### config.mk
export PLATFORM = sky130hd
export DESIGN_NAME = icr_target
export DESIGN_NICKNAME = d
export VERILOG_FILES = /design/src/icr_sync.v /design/src/icr_target.v
export VERILOG_INCLUDE_DIRS = /design/src
export SDC_FILE = /design/constraint.sdc
export NUM_CORES = 1
export LEC_CHECK = 0
export ABC_AREA = 1
export BUFFER_PORTS_ARGS = -buffer_cell sky130_fd_sc_hd__clkbuf_2
export CORE_MARGIN = 1.5
export CORE_UTILIZATION = 39
export DETAILED_ROUTE_END_ITERATION = 6
export HOLD_SLACK_MARGIN = 0.08
export SLEW_MARGIN = 10
export SYNTH_ARGS = -nofsm -noshare
export SYNTH_HDL_FRONTEND = slang
export SYNTH_SLANG_ARGS = --single-unit
export TNS_END_PERCENT = 20
### constraint.sdc
create_clock -name clk -period 2.28 [get_ports clk]
set_clock_uncertainty 0.1 [all_clocks]
set_input_delay 0.114 -clock clk [delete_from_list [all_inputs] [get_ports clk]]
set_output_delay 0.114 -clock clk [all_outputs]
set_load 0.02 [all_outputs]
### src/icr_map.vh
// Register offsets, field positions, reset values and timing counts for the I2C config target
`ifndef ICR_MAP_VH
`define ICR_MAP_VH

`define ICR_DEV_ADDR 7'h41
`define ICR_ADDR_REV 5'h00
`define ICR_ADDR_SRC 5'h01
`define ICR_ADDR_LOWB 5'h02
`define ICR_ADDR_FULLB 5'h03
`define ICR_ADDR_COLD 5'h04
`define ICR_ADDR_HOT 5'h05
`define ICR_ADDR_PWR 5'h06
`define ICR_ADDR_DOZE 5'h07
`define ICR_ADDR_ADC 5'h08
`define ICR_ADDR_METER 5'h09
`define ICR_ADDR_EN 5'h0A
`define ICR_ADDR_CTRL 5'h0B
`define ICR_ADDR_FLG 5'h0C
`define ICR_ADDR_LIVE 5'h0D
`define ICR_ADDR_PM0 5'h0E
`define ICR_ADDR_PM1 5'h0F
`define ICR_ADDR_PM2 5'h10
`define ICR_ADDR_THERM 5'h11
`define ICR_ADDR_BATT 5'h12
`define ICR_ADDR_SPARE 5'h13

`define ICR_RST_SRC 7'h77
`define ICR_RST_LOWB 6'h2D
`define ICR_RST_FULLB 6'h33
`define ICR_RST_COLD 8'h8F
`define ICR_RST_HOT 8'h2F
`define ICR_RST_PWR 4'h7
`define ICR_RST_DOZE 4'h1
`define ICR_RST_ADC 3'h0
`define ICR_RST_METER 4'h0
`define ICR_RST_EN 6'h01

`define ICR_SRC_LOW_LIMIT 7'h0D
`define ICR_SRC_SLEEP_CODE 7'h0C
`define ICR_BIT_COMMIT 0
`define ICR_BIT_SYNC 2
`define ICR_EVT_READY 0

// Shortest SCL high/low at 1 MHz is 260 ns; the sync unit lags a few cycles
`define ICR_SYNC_BUSY_CYCLES 4'h8

`endif

### src/icr_sync.v
// Two-flop synchroniser with edge and condition detection for the I2C pins
`timescale 1ns/1ps
`default_nettype none
module icr_sync (
    input wire clk,
    input wire rst_n,
    input wire scl_in,
    input wire sda_in,
    output reg scl_s,
    output reg sda_s,
    output reg scl_rise,
    output reg scl_fall,
    output reg start_det,
    output reg stop_det
);
    reg [1:0] scl_meta;
    reg [1:0] sda_meta;
    // ----------------------------------------
    // Sampling
    // ----------------------------------------
    always @(posedge clk)
    begin
        if (!rst_n)
        begin
            scl_meta <= 2'h3;
            sda_meta <= 2'h3;
            scl_s <= 1'b1;
            sda_s <= 1'b1;
            scl_rise <= 1'b0;
            scl_fall <= 1'b0;
            start_det <= 1'b0;
            stop_det <= 1'b0;
        end
        else
        begin
            scl_meta <= {scl_meta[0], scl_in};
            sda_meta <= {sda_meta[0], sda_in};
            scl_s <= scl_meta[1];
            sda_s <= sda_meta[1];
            scl_rise <= !scl_s && scl_meta[1];
            scl_fall <= scl_s && !scl_meta[1];
            start_det <= scl_s && scl_meta[1] && sda_s && !sda_meta[1];
            stop_det <= scl_s && scl_meta[1] && !sda_s && sda_meta[1];
        end
    end
endmodule
`default_nettype wire

### src/icr_target.v
// I2C configuration target with register file
// Operation
// - Answer only 7-bit address 0x41; ignore other addresses.
// - Address LSB 1 means master reads, 0 means master writes.
// - Acknowledge matching address by pulling SDA low in ack slot.
// - Works at 100 kHz, 400 kHz and 1 MHz SCL.
// - All bytes shift most significant bit first.
// - Lines are open drain; parties only pull low or release.
// - Start is SDA fall with SCL high; stop is SDA rise.
// - Write: first byte is pointer, next is data; ack every byte.
// - Further write bytes go to consecutive registers; pointer advances.
// - Read: pointer write, repeated start, read address, then data out.
// - Master ack on read advances pointer and sends next register.
// - Register 0 is read-only revision, major [7:4], minor [3:0].
// - Source target is 7 bits at 0x01, reset 0x77.
// - Source code below 0x0D counts as source low.
// - Source code 0b0001100 with doze enable enters sleep.
// - Low battery limit at 0x02, 6 bits, reset 0x2D.
// - Full battery limit at 0x03, 6 bits, reset 0x33.
// - Control 0x0B bit0 commit read-write, bit2 sync busy read-only.
// - Enables at 0x0A, one per event; only ready resets to one.
// - Flags at 0x0C, read-only, same positions, reset zero.
// - Commit set selects register configuration; clear returns to pins.
// - All registers return to defaults on reset.
`timescale 1ns/1ps
`default_nettype none
`include "icr_map.vh"
module icr_target #(
    parameter [3:0] REV_MAJOR = 4'h0, // Arbitrary value
    parameter [3:0] REV_MINOR = 4'h0 // Arbitrary value
) (
    input wire clk,
    input wire rst_n,
    input wire scl_in,
    input wire sda_in,
    output reg sda_out,
    output reg sda_oe,
    input wire [5:0] event_pulse,
    input wire [7:0] live_in,
    input wire [23:0] meter_in,
    input wire [7:0] therm_in,
    input wire [7:0] batt_in,
    output reg use_registers,
    output reg source_low,
    output reg sleep_req,
    output reg [6:0] source_regulation_target,
    output reg [5:0] low_battery_limit,
    output reg [5:0] full_battery_limit,
    output reg [7:0] cold_limit,
    output reg [7:0] hot_limit,
    output reg [3:0] power_options,
    output reg [3:0] doze_control,
    output reg [2:0] battery_adc_rate,
    output reg [3:0] power_meter_control,
    output reg [5:0] event_enables,
    output reg [5:0] event_flags,
    output reg irq
);
    localparam [2:0] ST_IDLE = 3'h0;
    localparam [2:0] ST_ADDR = 3'h1;
    localparam [2:0] ST_ACK = 3'h2;
    localparam [2:0] ST_WRX = 3'h3;
    localparam [2:0] ST_RTX = 3'h4;
    localparam [2:0] ST_RACK = 3'h5;

    wire scl_s;
    wire sda_s;
    wire scl_rise;
    wire scl_fall;
    wire start_det;
    wire stop_det;

    reg [2:0] state_reg;
    reg [3:0] bit_cnt_reg;
    reg [7:0] shift_reg;
    reg [4:0] ptr_reg;
    reg ptr_loaded_reg;
    reg reading_reg;
    reg ack_drive_reg;
    reg commit_reg;
    reg [3:0] sync_cnt_reg;
    reg ready_seen_reg;
    reg [7:0] rd_data;

    icr_sync u_sync (
        .clk(clk),
        .rst_n(rst_n),
        .scl_in(scl_in),
        .sda_in(sda_in),
        .scl_s(scl_s),
        .sda_s(sda_s),
        .scl_rise(scl_rise),
        .scl_fall(scl_fall),
        .start_det(start_det),
        .stop_det(stop_det)
    );

    // ----------------------------------------
    // Register read mux
    // ----------------------------------------
    function [7:0] reg_read;
        input [4:0] a;
        begin
            case (a)
                `ICR_ADDR_REV: reg_read = {REV_MAJOR, REV_MINOR};
                `ICR_ADDR_SRC: reg_read = {1'b0, source_regulation_target};
                `ICR_ADDR_LOWB: reg_read = {2'h0, low_battery_limit};
                `ICR_ADDR_FULLB: reg_read = {2'h0, full_battery_limit};
                `ICR_ADDR_COLD: reg_read = cold_limit;
                `ICR_ADDR_HOT: reg_read = hot_limit;
                `ICR_ADDR_PWR: reg_read = {4'h0, power_options};
                `ICR_ADDR_DOZE: reg_read = {4'h0, doze_control};
                `ICR_ADDR_ADC: reg_read = {5'h00, battery_adc_rate};
                `ICR_ADDR_METER: reg_read = {4'h0, power_meter_control};
                `ICR_ADDR_EN: reg_read = {2'h0, event_enables};
                `ICR_ADDR_CTRL: reg_read = {5'h00, (sync_cnt_reg != 4'h0), 1'b0, commit_reg};
                `ICR_ADDR_FLG: reg_read = {2'h0, event_flags};
                `ICR_ADDR_LIVE: reg_read = live_in;
                `ICR_ADDR_PM0: reg_read = meter_in[7:0];
                `ICR_ADDR_PM1: reg_read = meter_in[15:8];
                `ICR_ADDR_PM2: reg_read = meter_in[23:16];
                `ICR_ADDR_THERM: reg_read = therm_in;
                `ICR_ADDR_BATT: reg_read = batt_in;
                default: reg_read = 8'h00;
            endcase
        end
    endfunction

    always @*
    begin
        rd_data = reg_read(ptr_reg);
    end

    // ----------------------------------------
    // Serial protocol engine
    // ----------------------------------------
    // SDA changes only right after an SCL fall, so it is stable while SCL is high
    wire wr_strobe = (state_reg == ST_WRX) && scl_fall && (bit_cnt_reg == 4'h8)
        && ptr_loaded_reg;

    always @(posedge clk)
    begin
        if (!rst_n)
        begin
            state_reg <= ST_IDLE;
            bit_cnt_reg <= 4'h0;
            shift_reg <= 8'h00;
            ptr_reg <= 5'h00;
            ptr_loaded_reg <= 1'b0;
            reading_reg <= 1'b0;
            ack_drive_reg <= 1'b0;
            sda_out <= 1'b0;
            sda_oe <= 1'b0;
        end
        else if (stop_det)
        begin
            state_reg <= ST_IDLE;
            sda_oe <= 1'b0;
        end
        else if (start_det)
        begin
            state_reg <= ST_ADDR;
            bit_cnt_reg <= 4'h0;
            sda_oe <= 1'b0;
        end
        else
        begin
            sda_out <= 1'b0;
            case (state_reg)
                ST_ADDR, ST_WRX:
                begin
                    if (scl_rise && bit_cnt_reg != 4'h8)
                    begin
                        shift_reg <= {shift_reg[6:0], sda_s};
                        bit_cnt_reg <= bit_cnt_reg + 4'h1;
                    end
                    else if (scl_fall && bit_cnt_reg == 4'h8)
                    begin
                        bit_cnt_reg <= 4'h0;
                        if (state_reg == ST_ADDR)
                        begin
                            if (shift_reg[7:1] == `ICR_DEV_ADDR)
                            begin
                                reading_reg <= shift_reg[0];
                                sda_oe <= 1'b1;
                                state_reg <= ST_ACK;
                            end
                            else
                                state_reg <= ST_IDLE;
                        end
                        else
                        begin
                            sda_oe <= 1'b1;
                            state_reg <= ST_ACK;
                            if (!ptr_loaded_reg)
                            begin
                                ptr_reg <= shift_reg[4:0];
                                ptr_loaded_reg <= 1'b1;
                            end
                            else
                                ptr_reg <= ptr_reg + 5'h01;
                        end
                    end
                end
                ST_ACK:
                begin
                    if (scl_fall)
                    begin
                        if (reading_reg)
                        begin
                            state_reg <= ST_RTX;
                            shift_reg <= {rd_data[6:0], 1'b0};
                            sda_oe <= !rd_data[7];
                            bit_cnt_reg <= 4'h1;
                        end
                        else
                        begin
                            state_reg <= ST_WRX;
                            sda_oe <= 1'b0;
                            if (!ptr_loaded_reg || state_reg == ST_ACK)
                                ptr_loaded_reg <= ptr_loaded_reg;
                        end
                    end
                end
                ST_RTX:
                begin
                    if (scl_fall)
                    begin
                        if (bit_cnt_reg == 4'h8)
                        begin
                            sda_oe <= 1'b0;
                            state_reg <= ST_RACK;
                        end
                        else
                        begin
                            sda_oe <= !shift_reg[7];
                            shift_reg <= {shift_reg[6:0], 1'b0};
                            bit_cnt_reg <= bit_cnt_reg + 4'h1;
                        end
                    end
                end
                ST_RACK:
                begin
                    if (scl_rise)
                    begin
                        if (sda_s)
                            state_reg <= ST_IDLE;
                        else
                        begin
                            ptr_reg <= ptr_reg + 5'h01;
                            state_reg <= ST_ACK;
                        end
                    end
                end
                default:
                begin
                    sda_oe <= 1'b0;
                    ptr_loaded_reg <= 1'b0;
                end
            endcase
            if (state_reg == ST_ADDR && start_det == 1'b0 && bit_cnt_reg == 4'h0
                && !scl_s)
                ptr_loaded_reg <= ptr_loaded_reg;
        end
    end

    // ----------------------------------------
    // Register file
    // ----------------------------------------
    always @(posedge clk)
    begin
        if (!rst_n)
        begin
            source_regulation_target <= `ICR_RST_SRC;
            low_battery_limit <= `ICR_RST_LOWB;
            full_battery_limit <= `ICR_RST_FULLB;
            cold_limit <= `ICR_RST_COLD;
            hot_limit <= `ICR_RST_HOT;
            power_options <= `ICR_RST_PWR;
            doze_control <= `ICR_RST_DOZE;
            battery_adc_rate <= `ICR_RST_ADC;
            power_meter_control <= `ICR_RST_METER;
            event_enables <= `ICR_RST_EN;
            commit_reg <= 1'b0;
            sync_cnt_reg <= 4'h0;
        end
        else
        begin
            if (sync_cnt_reg != 4'h0)
                sync_cnt_reg <= sync_cnt_reg - 4'h1;
            if (wr_strobe)
            begin
                case (ptr_reg)
                    `ICR_ADDR_SRC: source_regulation_target <= shift_reg[6:0];
                    `ICR_ADDR_LOWB: low_battery_limit <= shift_reg[5:0];
                    `ICR_ADDR_FULLB: full_battery_limit <= shift_reg[5:0];
                    `ICR_ADDR_COLD: cold_limit <= shift_reg;
                    `ICR_ADDR_HOT: hot_limit <= shift_reg;
                    `ICR_ADDR_PWR: power_options <= shift_reg[3:0];
                    `ICR_ADDR_DOZE: doze_control <= shift_reg[3:0];
                    `ICR_ADDR_ADC: battery_adc_rate <= shift_reg[2:0];
                    `ICR_ADDR_METER: power_meter_control <= shift_reg[3:0];
                    `ICR_ADDR_EN: event_enables <= shift_reg[5:0];
                    `ICR_ADDR_CTRL:
                    begin
                        commit_reg <= shift_reg[`ICR_BIT_COMMIT];
                        sync_cnt_reg <= `ICR_SYNC_BUSY_CYCLES;
                    end
                    default: commit_reg <= commit_reg;
                endcase
            end
        end
    end

    // ----------------------------------------
    // Status and events
    // ----------------------------------------
    // Flags are sticky with no clear path; only reset returns them to zero
    always @(posedge clk)
    begin
        if (!rst_n)
        begin
            event_flags <= 6'h00;
            ready_seen_reg <= 1'b0;
            use_registers <= 1'b0;
            source_low <= 1'b0;
            sleep_req <= 1'b0;
            irq <= 1'b0;
        end
        else
        begin
            ready_seen_reg <= 1'b1;
            event_flags <= event_flags | event_pulse
                | {5'h00, !ready_seen_reg};
            use_registers <= commit_reg;
            source_low <= source_regulation_target < `ICR_SRC_LOW_LIMIT;
            sleep_req <= (source_regulation_target == `ICR_SRC_SLEEP_CODE)
                && doze_control[0];
            irq <= |(event_flags & event_enables);
        end
    end
endmodule
`default_nettype wire

======== After elaboration in Yosys (flattened, before gate mapping) ========
Index checks and enable logic that the tools add are counted.
storage, ports and cells
  register bits ........................... 105
  input bits .............................. 58
  output and inout port bits .............. 68
operators by class
  add/sub/neg operators ................... 3
  $lt $le $gt $ge ......................... 1
  eq/ne operators ......................... 48
  muxes and demuxes ....................... 51
  bitwise gates (word level) .............. 10
  reductions and logical operators ........ 54
operators by type and width
  cell                                                                      number
  8-bit one-hot mux with 18 select lines                                    1
  5-bit by 4-bit == test with 1-bit output (second input constant)          8
  4-bit 2-to-1 mux                                                          10
  8-bit 2-to-1 mux                                                          5
  7-bit AND reduction                                                       5
  5-bit 2-to-1 mux                                                          6
  3-bit 2-to-1 mux                                                          8
  8-bit one-hot mux with 3 select lines                                     1
  2-bit AND reduction                                                       11
  5-bit by 3-bit == test with 1-bit output (second input constant)          4
  1-bit logical AND                                                         16
  2-bit inequality test (second input constant)                             8
  8-bit AND reduction                                                       2
  5-bit == test (second input constant)                                     3
  3-bit by 2-bit inequality test with 1-bit output (second input constant)  5
  1-bit 2-to-1 mux                                                          13
  3-bit one-hot mux with 4 select lines                                     1
  4-bit one-hot mux with 3 select lines                                     1
  4-bit nonzero test                                                        3
  5-bit by 2-bit == test with 1-bit output (second input constant)          2
  5-bit one-hot mux with 2 select lines                                     1
  3-bit by 1-bit inequality test with 1-bit output (second input constant)  3
  7-bit by 4-bit == test with 1-bit output (second input constant)          1
  7-bit == test (second input constant)                                     1
  29 further kinds                                                          48

======== Depth between registers and ports, before layout ========
  depth after elaboration ................. 7
  depth in mapped cells ................... 13

======== Cells and area by module ========
A second synthesis with hierarchy kept.
unflattened totals
  cells, all modules ...................... 819
  area total of the unflattened synthesis .. 5403.9 µm²
modules (own cells, without submodules)
  module      times used  cells each  area an instance (µm²)  seq. area each (µm²)
  icr_target  1           787         5111.2                  1901.8
  icr_sync    1           32          292.8                   200.2

======== Worst setup path before layout ========
No wires, ideal clock.
  path type ............................... reg2reg
  from .................................... reg bit_cnt_reg[0]
  to ...................................... reg ptr_reg[0]
  library setup time ...................... 0.124 ns
  arrival time ............................ 1.561 ns
  path slack .............................. 0.496 ns
  cell stages (with the launch flop) ...... 11
  path buffers ............................ 0
  period minus slack after synthesis ...... 1.784 ns
  cells stage by stage .................... dfxtp_1 -> inv_1 -> ha_1 -> nand2_1 -> nor2_1 -> nand2_1 -> nand2_1 -> nor3b_1 -> nand2_1 -> o21ai_0 -> a21oi_1
between the ends
  cells in the longest elaborated chain, start to end .. 4
  elaborated cells between the ends (all ways) .. 7
RTL lines
  what                                                           RTL line                            text
  start: declaration                                             icr_target.v:74                     reg [3:0] bit_cnt_reg;
  start signal: assignment                                       icr_target.v:175                    bit_cnt_reg <= bit_cnt_reg + 4'h1;
  start signal: assignment                                       icr_target.v:238                    bit_cnt_reg <= bit_cnt_reg + 4'h1;
  4-bit == test / 4-bit inequality test (equally long branches)  icr_target.v:177, icr_target.v:172
  1-bit logical AND (on tied branches)                           icr_target.v:177, icr_target.v:172
  2-bit inequality test (no source line)                         n/a
  8-bit AND reduction (no source line) (*)                       n/a
  end signal: assignment                                         icr_target.v:197                    ptr_reg <= shift_reg[4:0];
  end signal: assignment                                         icr_target.v:201                    ptr_reg <= ptr_reg + 5'h01;
  end signal: assignment                                         icr_target.v:250                    ptr_reg <= ptr_reg + 5'h01;
  end: declaration                                               icr_target.v:76                     reg [4:0] ptr_reg;
Every way passes the cells marked *; elsewhere a longest branch is shown, timed or not.
A chain may end at the register's enable or synchronous reset.

======== Worst setup path after layout ========
  from .................................... reg ptr_reg[1]
  to ...................................... reg shift_reg[2]
between the ends
  cells in the longest elaborated chain, start to end .. 5
  elaborated cells between the ends (all ways) .. 22
RTL lines
  what                                        RTL line          text
  5-bit == test (tied with other cells)       icr_target.v:104  case (a)
  8-bit one-hot mux with 18 select lines (*)  icr_target.v:104
  8-bit 2-to-1 mux (*)                        icr_target.v:209  if (reading_reg)
  8-bit 2-to-1 mux (*)                        icr_target.v:207  if (scl_fall)
  8-bit one-hot mux with 3 select lines (*)   icr_target.v:169  case (state_reg)
  end signal: assignment                      icr_target.v:174  shift_reg <= {shift_reg[6:0], sda_s};
  end signal: assignment                      icr_target.v:212  shift_reg <= {rd_data[6:0], 1'b0};
  end signal: assignment                      icr_target.v:237  shift_reg <= {shift_reg[6:0], 1'b0};
  end: declaration                            icr_target.v:75   reg [7:0] shift_reg;
Every way passes the cells marked *; elsewhere a longest branch is shown, timed or not. The select of a mux whose other input is x is not followed.

==> results.py <==
metrics = {
    "clock_tree": {
        "cts_root_buffer": "clkbuf_16",
        "clk_pin_slew_ns": 0.07,
        "cts_buffers": 9,
        "clk_latency_ns": 0.35,
        "clock_path_buffers": 2,
        "cts.htree.levels": 3,
        "cts_tree": "yes",
        "clock_sinks": 105,
    },
    "synthesis": {
        "seq_area_frac_synth_pct": 39.0,
        "synth_top_area_cell": "dfxtp_1",
        "synth_common_cells": "nand2_1 (231), nor2_1 (106), dfxtp_1 (105), inv_1 (86), nand3_1 (62)",
        "syn_avg_cell_area_um2": 6.55,
        "netlist_top_cells_area": "dfxtp_1 (39%), nand2_1 (16%), nor2_1 (7.4%)",
        "synth-edff-count": 0,
        "syn_nets": 888,
        "synth_top_area_share_pct": 39.0,
        "async_flop_share_pct": 0,
        "ys.warnings.count": 0,
        "synth_seq_cells": 105,
        "synth_cell_types": 38,
        "synthFlopType": "dfxtp_1",
        "syn_inst": 822,
        "synth_area_um2": 5390,
        "synth.most_common_cell": "nand2_1",
    },
    "setup_path": {
        "critPathBufInv": 1,
        "r2r_cells": 10,
        "worstReg2RegStart": "ptr_reg[1]$_SDFFE_PN0P_",
        "crit_family": "adder cells",
        "start_kind": "flip-flop",
        "cp_max_fo": 8,
        "path_cells": "ha_1 > inv_1 > nor2_1 > ha_1 > nand2_1 > nand2_1 > nor2_1 > nand3_1 > o21ai_0 > a21oi_1",
        "critical_path_class": "reg2reg",
        "cp_slowest_cell": "ha_1",
        "worst_path_largest_cell_delay_ns": 0.45,
        "rr_endpoint": "shift_reg[2]$_SDFFE_PN0P_",
        "worstSetupEndpointType": "flip-flop",
        "crit_required_ns": 2.46,
        "r2r_slack_ns": 0.15,
        "critical_path_arrival_ns": 2.31,
    },
    "pwr": {
        "sw_frac_of_total_pct": 39.0,
        "max-vdd-ir-drop_uv": 387,
        "p_switching_mw": 2.19,
        "p_leak_nw": 3.33,
        "p_comb_share_pct": 34.6,
        "powerDensity_nw_per_um2": 851,
        "internal-power_mw": 3.43,
        "pwr-share-seq_pct": 37.9,
        "clockPowerShare_pct": 27.6,
    },
    "grt": {
        "grt_max_degree": 81,
        "grtUsageTotal_pct": 25.7,
        "antenna_found_initial": 0,
        "gr-total-overflow": 0,
        "grt_pass1_wl_mm": 28.7,
        "grt_pass1_vias": 5350,
    },
    "floorplan": {
        "core_area_um2": 13300,
        "rows": 42,
        "die_w_um": 121,
        "initial_core_util_pct": 40.4,
        "io_pins": 126,
        "die_area_um2": 14500,
        "die_h_um": 121,
    },
    "timing": {
        "relSlewSlack_pct": 58.5,
        "rsz0062_at_grt": "no",
        "slew_violations": 0,
        "setup_violations": 0,
        "hold_viol_final": 0,
        "setup_slack_ns": 0.152,
        "period_share_pct": 93.3,
        "max_freq_mhz": 470,
        "period_needed_ns": 2.13,
        "fin_tns_setup_ns": 0,
        "worstMarginPinSlew_ns": 0.622,
    },
    "finish": {
        "fin_util_pct": 49.5,
        "drive_above_1_share_pct": 19.1,
        "antenna_cells": 0,
        "areaGrowthSynthToFinish_pct": 22.5,
        "stdcell_count": 1135,
        "nNetsFinal": 1021,
        "nFillCells": 1439,
    },
    "job": {
        "maxCapViolations": 0,
    },
    "placed_design": {
        "hpwl_mm": 13.8,
        "placedCellCount": 1111,
        "dp_slack_ns": 0.212,
        "port_buffers": 124,
        "gp_congestion": 0.911,
    },
    "min_path": {
        "hold_depth": 7,
        "min_to": "shift_reg[7]$_SDFFE_PN0P_",
        "worstHoldPathType": "in2reg",
        "min_from": "batt_in[6]",
    },
    "routing": {
        "wl_mm": 18.3,
        "drt-pass1-iter-count": 7,
        "viasPerCell": 5.12,
        "post-route-drc-count": 0,
        "antenna_left": 0,
        "avgRoutedWirePerCell_um": 16.1,
        "first_iter_violations": 438,
        "vias": 5808,
    },
    "run_status": {
        "status": "complete, no violations",
    },
}
kinds of logic after synthesis:
logic type	Yosys count	share of synthesized area, %
flops	105	39.0
compound gates	148	15.4
buf+inv	120	8.85
simple gates	437	34.3
xor+xnor	3	0.488
other cells	1	0.0696
fa+ha+maj	8	1.86
worst register-to-register path, cell delays in order, from the launching register on:
cell	delay (ns)
dfxtp_1	0.41
ha_1	0.28
inv_1	0.08
nor2_1	0.14
ha_1	0.45
nand2_1	0.09
nand2_1	0.08
nor2_1	0.04
nand3_1	0.10
o21ai_0	0.13
a21oi_1	0.17
stage by stage:
stage	cell area (um^2)	total power, mW	hold slack (ns)
global placement	6220	4.05	0.204
floorplan	5390	3.48	0.0417
detailed placement	6220	4.05	0.206
CTS	6590	5.61	0.100
global route	6600	5.97	0.147
finish	6600	5.62	0.106
placed cells by master, fill, tap and decap left out, drive strengths merged:
cell type / Yosys / final
or2: 4 / 4
and2: 1 / 1
o22ai: 2 / 2
xnor2: 2 / 2
xor2: 1 / 1
o21ai: 53 / 53
a31oi: 4 / 4
and3: 1 / 1
nor3b: 1 / 1
ha: 8 / 8
conb: 1 / 1
nand4: 3 / 3
a21oi: 59 / 59
a221oi: 1 / 1
nor3: 9 / 9
nor4: 2 / 2
nor2: 119 / 119
dfxtp: 105 / 105
buf: 8 / 12
a211oi: 1 / 1
bufinv: 0 / 1
clkbuf: 15 / 134
nand3: 64 / 64
or3: 1 / 1
nand2: 232 / 232
inv: 95 / 96
o211ai: 28 / 28
dlygate4sd3: 0 / 9
clkinv: 2 / 5
what timing repair did:
action                                  CTS  global route
hold buffers                              9             0
hold endpoints to repair                  9             0
setup buffers                             0             0
gates resized for setup                   0             2
endpoints found under the setup margin    0             5
worst max path at each step:
stage | end | startpoint | cells past startpoint
after global routing | shift_reg[7]$_SDFFE_PN0P_ | ptr_reg[1]$_SDFFE_PN0P_ | 10
after floorplan | ptr_reg[0]$_SDFFE_PN0P_ | bit_cnt_reg[0]$_SDFFE_PN0P_ | 10
final | shift_reg[2]$_SDFFE_PN0P_ | ptr_reg[1]$_SDFFE_PN0P_ | 10
after detailed placement | ptr_reg[1]$_SDFFE_PN0P_ | bit_cnt_reg[0]$_SDFFE_PN0P_ | 10
after CTS | ptr_reg[3]$_SDFFE_PN0P_ | bit_cnt_reg[0]$_SDFFE_PN0P_ | 10
after global placement | shift_reg[7]$_SDFFE_PN0P_ | ptr_reg[0]$_SDFFE_PN0P_ | 10
power groups by stage:
| stage | Clock [mW] | Sequential (mW) | Combinational [mW] |
|---|---|---|---|
| final | 1.55 | 2.13 | 1.94 |
| after floorplan | 0 | 2.14 | 1.34 |
| after global routing | 1.65 | 2.14 | 2.19 |
| after detailed placement | 0 | 2.16 | 1.89 |
| after global placement | 0 | 2.16 | 1.89 |
| after CTS | 1.57 | 2.12 | 1.92 |
area by class of cell:
type	count	area, um^2	share of cell area (%)
clock inverter	5	56.3	0.853
clock buffer	10	229	3.47
sequential	105	2100	31.8
timing repair buffer	145	813	12.3
multi-input combinational	597	2820	42.7
tap	176	220	3.34
inverter	97	364	5.52
metal layers:
layer / routed length, um / vias up / part of all wire [%] / GRT usage (%)
li1: - / 2921 / - / -
met1: 8380 / 2605 / 46 / 36.5
met2: 8050 / 251 / 44 / 39.1
met3: 1500 / 31 / 8.2 / 5.28
met4: 390 / 0 / 2.1 / 7.87
met5: 0 / - / 0 / 0
Note: power is estimated with default switching activity, not from simulation.
